File: src/rpc_pkg.sv
// Package for the receive-port control channel configuration bank
package rpc_pkg;

  // Register offsets on the local register port
  localparam logic [7:0] RPC_OFS_CC_CONFIG     = 8'h58;
  localparam logic [7:0] RPC_OFS_DATAPATH_ONE  = 8'h59;
  localparam logic [7:0] RPC_OFS_REMOTE_IDENT  = 8'h5b;
  localparam logic [7:0] RPC_OFS_REMOTE_ALIAS  = 8'h5c;

  // Field positions, control channel configuration
  localparam int RPC_BIT_FWD_ALL    = 7;
  localparam int RPC_BIT_FWD_MATCH  = 6;
  localparam int RPC_BIT_LOCAL_ACK  = 5;
  localparam int RPC_BIT_FORCE_ON   = 4;
  localparam int RPC_BIT_CHECKSUM   = 3;
  localparam int RPC_RATE_MSB       = 2;

  // Field positions, datapath control and identity registers
  localparam int RPC_BIT_KEEP_LOCAL = 7;
  localparam int RPC_PIN_CNT_MSB    = 1;
  localparam int RPC_BIT_LOCK_ID    = 0;
  localparam int RPC_BIT_SELF_ACK   = 0;

  // Values after reset, and datapath readback mask
  localparam logic [7:0] RPC_RST_CC_HI       = 8'h18;
  localparam logic [7:0] RPC_RST_DATAPATH    = 8'h00;
  localparam logic [7:0] RPC_RST_IDENT       = 8'h00;
  localparam logic [7:0] RPC_RST_ALIAS       = 8'h00;
  localparam logic [7:0] RPC_DATAPATH_WMASK  = 8'h83;

  // Return-link rate codes
  localparam logic [2:0] RPC_RATE_2M5 = 3'h0;
  localparam logic [2:0] RPC_RATE_10M = 3'h2;
  localparam logic [2:0] RPC_RATE_50M = 3'h6;

  // Downstream pin count codes
  localparam logic [1:0] RPC_PINS_NONE = 2'h0;
  localparam logic [1:0] RPC_PINS_ONE  = 2'h1;
  localparam logic [1:0] RPC_PINS_TWO  = 2'h2;
  localparam logic [1:0] RPC_PINS_FOUR = 2'h3;

  // Register read/write request
  typedef struct packed {
    logic       wr;
    logic       rd;
    logic       remote;
    logic [7:0] addr;
    logic [7:0] wdata;
  } rpc_req_t;

  // Forward-channel load request
  typedef struct packed {
    logic       id_valid;
    logic [6:0] id;
    logic       pins_valid;
    logic [1:0] pins;
  } rpc_load_t;

  // Local transaction to be steered
  typedef struct packed {
    logic       valid;
    logic       is_write;
    logic [6:0] addr;
    logic       match;
  } rpc_txn_t;

  // Steering decision
  typedef struct packed {
    logic       forward;
    logic       alias_hit;
    logic [6:0] remap_addr;
    logic       self_ack;
  } rpc_route_t;

endpackage : rpc_pkg

File: src/rpc_config_bank.sv
// Receive-port control channel configuration register bank
`timescale 1ns/100ps
`default_nettype none
module rpc_config_bank
  import rpc_pkg::*;
(
  input  wire logic       mclk,
  input  wire logic       arst_n,
  input  wire logic [2:0] rate_strap,
  input  wire rpc_req_t   req,
  output logic [7:0]      rdata,
  output logic            rvalid,
  input  wire rpc_load_t  load,
  input  wire logic       rate_settled,
  input  wire logic [6:0] target_addr,
  input  wire rpc_txn_t   txn,
  output rpc_route_t      route,
  output logic            return_link_en,
  output logic            return_link_checksum_gen_on,
  output logic [2:0]      return_link_rate_sel,
  output logic            return_link_rate_ok,
  output logic [1:0]      return_link_rate_idx,
  output logic [1:0]      downstream_pin_count,
  output logic [6:0]      remote_transmitter_id,
  output logic            rate_auto_ack
);

  logic       fwd_all_r;
  logic       fwd_match_r;
  logic       local_ack_r;
  logic       return_link_force_on_r;
  logic       checksum_r;
  logic [2:0] rate_r;
  logic       strap_taken_r;
  logic       keep_local_path_settings_r;
  logic [1:0] pin_count_r;
  logic [6:0] ident_r;
  logic       lock_remote_id_r;
  logic [6:0] alias_r;
  logic       self_ack_r;
  logic       rate_auto_ack_r;
  logic       wr_cc;
  logic       wr_dp;
  logic       wr_id;
  logic       wr_al;
  logic [7:0] rdata_nxt;

  assign wr_cc = req.wr && (req.addr == RPC_OFS_CC_CONFIG);
  assign wr_dp = req.wr && (req.addr == RPC_OFS_DATAPATH_ONE);
  assign wr_id = req.wr && (req.addr == RPC_OFS_REMOTE_IDENT);
  assign wr_al = req.wr && (req.addr == RPC_OFS_REMOTE_ALIAS);

  // Forwarding, acknowledge and checksum controls
  always_ff @(posedge mclk or negedge arst_n) begin
    if (!arst_n) begin
      fwd_all_r   <= RPC_RST_CC_HI[RPC_BIT_FWD_ALL];
      fwd_match_r <= RPC_RST_CC_HI[RPC_BIT_FWD_MATCH];
      local_ack_r <= RPC_RST_CC_HI[RPC_BIT_LOCAL_ACK];
      checksum_r  <= RPC_RST_CC_HI[RPC_BIT_CHECKSUM];
    end else if (wr_cc) begin
      fwd_all_r   <= req.wdata[RPC_BIT_FWD_ALL];
      fwd_match_r <= req.wdata[RPC_BIT_FWD_MATCH];
      local_ack_r <= req.wdata[RPC_BIT_LOCAL_ACK];
      checksum_r  <= req.wdata[RPC_BIT_CHECKSUM];
    end
  end

  // Force-on bit: local writes only
  always_ff @(posedge mclk or negedge arst_n) begin
    if (!arst_n) begin
      return_link_force_on_r <= RPC_RST_CC_HI[RPC_BIT_FORCE_ON];
    end else if (wr_cc && !req.remote) begin
      return_link_force_on_r <= req.wdata[RPC_BIT_FORCE_ON];
    end
  end

  // Rate field: strap caught on the first edge after reset release
  always_ff @(posedge mclk or negedge arst_n) begin
    if (!arst_n) begin
      rate_r        <= RPC_RATE_2M5;
      strap_taken_r <= 1'b0;
    end else if (!strap_taken_r) begin
      rate_r        <= rate_strap;
      strap_taken_r <= 1'b1;
    end else if (wr_cc) begin
      rate_r <= req.wdata[RPC_RATE_MSB:0];
    end
  end

  // Auto-acknowledge while a remotely requested rate change settles
  always_ff @(posedge mclk or negedge arst_n) begin
    if (!arst_n) begin
      rate_auto_ack_r <= 1'b0;
    end else if (wr_cc && req.remote && (req.wdata[RPC_RATE_MSB:0] != rate_r)) begin
      rate_auto_ack_r <= 1'b1;
    end else if (rate_settled) begin
      rate_auto_ack_r <= 1'b0;
    end
  end

  // Datapath control: keep-local bit and pin count
  always_ff @(posedge mclk or negedge arst_n) begin
    if (!arst_n) begin
      keep_local_path_settings_r <= RPC_RST_DATAPATH[RPC_BIT_KEEP_LOCAL];
      pin_count_r                <= RPC_RST_DATAPATH[RPC_PIN_CNT_MSB:0];
    end else begin
      if (wr_dp) begin
        keep_local_path_settings_r <= req.wdata[RPC_BIT_KEEP_LOCAL];
      end
      if (wr_dp && req.wdata[RPC_BIT_KEEP_LOCAL]) begin
        pin_count_r <= req.wdata[RPC_PIN_CNT_MSB:0];
      end else if (load.pins_valid && !keep_local_path_settings_r) begin
        pin_count_r <= load.pins;
      end
    end
  end

  // Remote transmitter identity and lock
  always_ff @(posedge mclk or negedge arst_n) begin
    if (!arst_n) begin
      ident_r          <= RPC_RST_IDENT[7:1];
      lock_remote_id_r <= RPC_RST_IDENT[RPC_BIT_LOCK_ID];
    end else if (wr_id) begin
      ident_r          <= req.wdata[7:1];
      lock_remote_id_r <= req.wdata[RPC_BIT_LOCK_ID];
    end else if (load.id_valid && !lock_remote_id_r) begin
      ident_r <= load.id;
    end
  end

  // Alias and remote self-acknowledge
  always_ff @(posedge mclk or negedge arst_n) begin
    if (!arst_n) begin
      alias_r    <= RPC_RST_ALIAS[7:1];
      self_ack_r <= RPC_RST_ALIAS[RPC_BIT_SELF_ACK];
    end else if (wr_al) begin
      alias_r    <= req.wdata[7:1];
      self_ack_r <= req.wdata[RPC_BIT_SELF_ACK];
    end
  end

  // Read mux
  always_comb begin
    rdata_nxt = 8'h00;
    unique case (req.addr)
      RPC_OFS_CC_CONFIG:    rdata_nxt = {fwd_all_r, fwd_match_r, local_ack_r, return_link_force_on_r,
                                         checksum_r, rate_r};
      RPC_OFS_DATAPATH_ONE: rdata_nxt = {keep_local_path_settings_r, 5'h00, pin_count_r} & RPC_DATAPATH_WMASK;
      RPC_OFS_REMOTE_IDENT: rdata_nxt = {ident_r, lock_remote_id_r};
      RPC_OFS_REMOTE_ALIAS: rdata_nxt = {alias_r, self_ack_r};
      default:              rdata_nxt = 8'h00;
    endcase
  end

  always_ff @(posedge mclk or negedge arst_n) begin
    if (!arst_n) begin
      rdata  <= 8'h00;
      rvalid <= 1'b0;
    end else begin
      rvalid <= req.rd;
      if (req.rd) begin
        rdata <= rdata_nxt;
      end
    end
  end

  assign return_link_en              = return_link_force_on_r || fwd_all_r || fwd_match_r;
  assign return_link_checksum_gen_on = checksum_r;
  assign return_link_rate_sel        = rate_r;
  assign downstream_pin_count        = pin_count_r;
  assign remote_transmitter_id       = ident_r;
  assign rate_auto_ack               = rate_auto_ack_r;

  rpc_rate_decode u_rate (
    .rate_code  (rate_r),
    .rate_valid (return_link_rate_ok),
    .rate_index (return_link_rate_idx)
  );

  rpc_route u_route (
    .fwd_all         (fwd_all_r),
    .fwd_match       (fwd_match_r),
    .local_ack       (local_ack_r),
    .auto_ack_rate   (rate_auto_ack_r),
    .alias_addr      (alias_r),
    .self_ack_remote (self_ack_r),
    .target_addr     (target_addr),
    .txn             (txn),
    .route           (route)
  );
endmodule : rpc_config_bank
`default_nettype wire

File: src/rpc_rate_decode.sv
// Return-link rate decode
`timescale 1ns/100ps
`default_nettype none
module rpc_rate_decode
  import rpc_pkg::*;
(
  input  wire logic [2:0] rate_code,
  output logic            rate_valid,
  output logic [1:0]      rate_index
);

  always_comb begin
    rate_valid = 1'b1;
    rate_index = 2'h0;
    unique case (rate_code)
      RPC_RATE_2M5: rate_index = 2'h0;
      RPC_RATE_10M: rate_index = 2'h1;
      RPC_RATE_50M: rate_index = 2'h2;
      default: begin
        rate_valid = 1'b0;
        rate_index = 2'h3;
      end
    endcase
  end

endmodule : rpc_rate_decode
`default_nettype wire

File: src/rpc_route.sv
// Local transaction steering: forwarding, alias decode and self-acknowledge
`timescale 1ns/100ps
`default_nettype none
module rpc_route
  import rpc_pkg::*;
(
  input  wire logic       fwd_all,
  input  wire logic       fwd_match,
  input  wire logic       local_ack,
  input  wire logic       auto_ack_rate,
  input  wire logic [6:0] alias_addr,
  input  wire logic       self_ack_remote,
  input  wire logic [6:0] target_addr,
  input  wire rpc_txn_t   txn,
  output rpc_route_t      route
);

  logic alias_hit;

  // Zero alias never matches
  assign alias_hit = txn.valid && (alias_addr != 7'h00) && (txn.addr == alias_addr);

  always_comb begin
    route.alias_hit  = alias_hit;
    route.remap_addr = alias_hit ? target_addr : txn.addr;
    route.forward    = txn.valid && (fwd_all || (fwd_match && (txn.match || alias_hit)));
    route.self_ack   = txn.valid && txn.is_write &&
                       (local_ack || auto_ack_rate || (self_ack_remote && alias_hit));
  end

endmodule : rpc_route
`default_nettype wire

File: config.mk
export PLATFORM = sky130hd
export DESIGN_NAME = rpc_config_bank
export DESIGN_NICKNAME = d
export VERILOG_FILES = /design/src/rpc_pkg.sv /design/src/rpc_config_bank.sv /design/src/rpc_rate_decode.sv /design/src/rpc_route.sv
export SDC_FILE = /design/constraint.sdc
export NUM_CORES = 1
export LEC_CHECK = 0
export ABC_AREA = 1
export BUFFER_PORTS_ARGS = -buffer_cell sky130_fd_sc_hd__buf_2
export CORE_ASPECT_RATIO = 0.6
export CORE_MARGIN = 4
export CORE_UTILIZATION = 39
export CTS_CLUSTER_DIAMETER = 100
export DETAILED_ROUTE_END_ITERATION = 10
export PLACE_DENSITY_LB_ADDON = 0.12
export SLEW_MARGIN = 5
export SYNTH_ARGS = -nofsm -noshare
export SYNTH_HDL_FRONTEND = slang
export SYNTH_HIERARCHICAL = 1
export SYNTH_SLANG_ARGS = --single-unit
export TNS_END_PERCENT = 50
File: constraint.sdc
create_clock -name mclk -period 2.35 [get_ports mclk]
set_input_delay 0.1175 -clock mclk [delete_from_list [all_inputs] [get_ports mclk]]
set_output_delay 0.1175 -clock mclk [all_outputs]
set_load 0.02 [all_outputs]
* Yosys cells after proc, flatten, opt, wreduce, memory -nomap -nowiden
Index checks and enable logic that the tools add are counted.
Word-level totals: flip-flop bits (word level) 38, input port bits 53, output and inout bits 37
Cells by class: eq/ne operators 9, multiplexer cells 12, reductions and logical operators 32
Operator list (number):
- $eq A8 B7 Y1 const B | 4
- $pmux W8 S4 | 1
- $mux W7 | 3
- $logic_and A1 B1 Y1 | 17
- $eq A7 B7 Y1 | 1
- $reduce_bool A7 Y1 | 1
- $logic_or A1 B1 Y1 | 6
- $mux W3 | 2
- $pmux W2 S3 | 1
- $reduce_bool A2 Y1 | 3
- $mux W2 | 2
- $eq A3 B2 Y1 const B | 1
- $eq A3 B3 Y1 const B | 1
- $logic_not A1 Y1 | 3
- $logic_not A3 Y1 | 1
- $mux W1 | 3
- $ne A3 B3 Y1 | 1
- $reduce_or A3 Y1 | 1
- $ne A2 B1 Y1 const B | 1

* Depth between registers and ports, before layout
depth in word-level cells 7, depth in mapped cells 10

* Modules after synthesis
The synthesis kept the hierarchy.
By module, submodules not included:
- rpc_config_bank | instances 1, cells an instance 230, area each 1946.9 sq um
- rpc_route | instances 1, cells an instance 69, area each 382.9 sq um
- rpc_rate_decode | instances 1, cells an instance 7, area each 41.3 sq um

* Least setup slack after synthesis
Ideal clock, no wire load.
path kind reg2out, start point reg alias_r[5], end point out route[0] in the netlist's numbering, arrival time 1290 ps, path slack 943 ps, stages on the path, launching flop included 8, cells stage by stage dfrtp_1 -> xnor2_1 -> nand2_1 -> nor2_2 -> nand3_4 -> clkinv_4 -> nand2_1 -> a21oi_1
RTL lines:
- start: declaration | RTL line rpc_config_bank.sv:39 | logic [6:0] alias_r;
- start signal: assignment | RTL line rpc_config_bank.sv:134 | alias_r <= RPC_RST_ALIAS[7:1];
- start signal: assignment | RTL line rpc_config_bank.sv:137 | alias_r <= req.wdata[7:1];
- end: declaration | RTL line rpc_config_bank.sv:17 | output rpc_route_t route,

==> impl_metrics.py <==
metrics = {
    "run_status": {
        "outcome": "completed",
    },
    "placed_design": {
        "preCtsSetupSlack_ns": 0.766,
        "dp.cells": 467,
        "gp_congestion": 0.818,
        "io_buffers": 89,
        "postPlaceCellArea_um2": 2830,
        "dp.final_hpwl_um": 5120,
    },
    "floorplan": {
        "coreArea_um2": 5730,
        "fp.dieW_um": 109,
        "rows": 21,
        "initial_core_util_pct": 41.4,
        "die_area_um2": 7430,
        "fp.dieH_um": 68.4,
        "io_pins": 90,
    },
    "worst_setup_path": {
        "crit_path_end_kind": "primary output",
        "crit_chain": "inv_1 -> nand2_1 -> nand2_1 -> nand2_2 -> nor2_4 -> nand3_4 -> clkinv_4 -> nand2_1 -> a21oi_1 -> buf_2",
        "arrival_ns": 1.73,
        "crit_buf_inv": 3,
        "critPathKind": "reg2out",
        "worstSetupStartpointType": "flip-flop",
        "worstPathRequired_ns": 2.23,
        "crit_slowest_cell": "dfrtp_1",
        "crit_fanout": 14,
        "slowest_delay_ns": 0.41,
        "crit_path_frequent_cell": "nand2_1",
        "cp_top_family": "simple AND/OR/NAND/NOR gates",
    },
    "timing": {
        "clock.fmax_ghz": 0.541,
        "slew_viol_final": 0,
        "hold_slack_ns": 0.0359,
        "final-setup-viol-count": 0,
        "worst_slack_ns": 0.503,
        "period_needed_ns": 1.85,
        "skew_ns": 0.00180,
        "rsz0062_at_grt": "false",
        "hold_viol_final": 0,
        "fin_crit_sh_pct": 78.6,
        "max_slew.worst_pin.slew_ns": 0.864,
        "timing.slew.headroom_pct": 42.4,
        "fin_tns_setup_ns": 0,
    },
    "logic_synthesis": {
        "synth_seq_cells": 38,
        "yosys-top-cells-area": "dfrtp_1, nand2_1, nand3_1",
        "synth_fa_ha_area_share_pct": 0,
        "synth_compound_area_share_pct": 8.34,
        "yosys_most_used_dff": "dfrtp_1",
        "synth_xor_area_share_pct": 1.85,
        "avgSynthCellArea_um2": 7.75,
        "yosysTopAreaCell": "dfrtp_1",
        "async_flop_share_pct": 100,
        "synth_seq_area_share_pct": 40.2,
        "synthMuxAreaShare_pct": 2.96,
        "synth_top_family_by_area": "simple AND/OR/NAND/NOR gates",
        "synthCells": 306,
        "synth_top_cell_area_share_pct": 38.0,
        "syn_nets": 359,
        "synth_simple_gate_area_share_pct": 36.5,
        "synth_warnings": 6,
        "yosysUniqueCellTypes": 29,
        "synth-edff-count": 0,
        "syn_area_um2": 2370,
    },
    "routing": {
        "wl_per_cell_um": 13.7,
        "drt-total-wl_um": 6500,
        "antenna_left": 0,
        "viasPerCell": 4.66,
        "dr.pass1.iters": 4,
        "route.vias.total": 2217,
        "drtIter0Drc": 131,
        "drc": 0,
    },
    "grt": {
        "overflow": 0,
        "grt_pass1_wl_um": 10400,
        "grt_max_degree": 39,
        "grtUsageTotal_pct": 18.3,
        "grt_antenna_before_repair": 0,
        "grt_pass1_vias": 2082,
    },
    "clock_network": {
        "cts_tree": "done",
        "cts_max_level": 2,
        "clk_path_buf_depth": 2,
        "cts_root_buf": "clkbuf_8",
        "cts_sinks": 38,
        "cts_buffers": 5,
        "path_clk_slew_ns": 0.08,
        "post_cts_resized": 0,
        "worstSkewPairLatency_ns": 0.29,
    },
    "min_path": {
        "min_path_type": "in2reg",
    },
    "power": {
        "pwr-share-clk_pct": 29.7,
        "switching_share_pct": 33.6,
        "switching_power_mw": 0.606,
        "total_power_mw": 1.80,
        "vdd_drop_max_uv": 309,
        "p_int_mw": 1.20,
        "p_leak_nw": 1.67,
        "seqPwrFrac_pct": 45.4,
        "comb_power_share_pct": 24.9,
        "p_per_area_nw_per_um2": 611,
    },
    "layout": {
        "fin_nets": 448,
        "final_common_cell": "nand2_1",
        "area_delta_synth_final_pct": 24.6,
        "finalNonFillerCells": 476,
        "drive_gt1_share_pct": 34.8,
        "layout_common_cells": "nand2_1, buf_2, nand3_1",
        "diodes": 0,
        "utilization_pct": 51.6,
        "design_area_um2": 2950,
    },
    "flow_run": {
        "cap_violations": 0,
    },
}
logic make-up (layout without fill, tap and decap cells):
kind of cell           count (synthesis)  count (layout)
buffers and inverters                 47             137
multiplexers                           7               7
AO/OA/AOI/OAI                         35              35
XOR/XNOR                               5               5
other                                  1               1
flip-flops                            38              38
AND/OR/NAND/NOR                      173             173
routing by layer:
| metal | GRT usage, % | part of all wire (%) | vias to the layer above |
|---|---|---|---|
| met4 | 3.31 | 0.22 | 0 |
| met5 | 0 | 0 | - |
| li1 | - | - | 1153 |
| met2 | 26.2 | 39 | 79 |
| met1 | 27.9 | 53 | 983 |
| met3 | 4.62 | 7.9 | 2 |
worst paths after layout:
path,start,endpoint,slack (ns),cells after the start
worst min-delay path,rate_settled,rate_auto_ack,0.04,2
worst max register to register,lock_remote_id_r,remote_transmitter_id[1],1.18,4
max in group asynchronous,arst_n,downstream_pin_count[0],1.34,2
min in group asynchronous,arst_n,rdata[6],0.47,2
worst min register to register,rdata[2],rdata[2],0.48,2
worst max-delay path,alias_r[3],route[0],0.50,10
cell usage after synthesis, drive strengths merged, types with 2 or more instances:
cell   instances
inv           37
buf            9
mux2i          7
nand2        106
nand3         50
xnor2          4
o21ai         33
dfrtp         36
nor2          13
a21oi          2
dfstp          2
nor3           2
state kept, by name, indices dropped and copies added, names as in the netlist:
register                     cells
rate_auto_ack                    1
return_link_rate_sel             3
return_link_force_on_r           1
self_ack_r                       1
rvalid                           1
fwd_match_r                      1
strap_taken_r                    1
rdata                            8
alias_r                          7
return_link_checksum_gen_on      1
lock_remote_id_r                 1
remote_transmitter_id            7
local_ack_r                      1
downstream_pin_count             2
fwd_all_r                        1
keep_local_path_settings_r       1
layout make-up:
| class | instances | area (um^2) |
|---|---|---|
| clock buffer | 8 | 110 |
| fill | 587 | 2770 |
| inverter | 38 | 148 |
| multi-input combinational | 221 | 1180 |
| sequential | 38 | 953 |
| tap | 80 | 100 |
| timing repair buffer | 91 | 463 |
power by group through the flow:
stage | sequential (mW) | combinational [mW] | clock (mW)
finish | 0.819 | 0.449 | 0.536
global route | 0.830 | 0.496 | 0.576
CTS | 0.819 | 0.455 | 0.542
detailed placement | 0.831 | 0.453 | 0
global placement | 0.829 | 0.446 | 0
floorplan | 0.893 | 0.182 | 0
repair_timing:
action / CTS / global route
buffers inserted: 0 / 0
hold buffers: 1 / 0
hold endpoints to repair: 36 / 0
No activity file was read; power rests on OpenSTA's default activity.
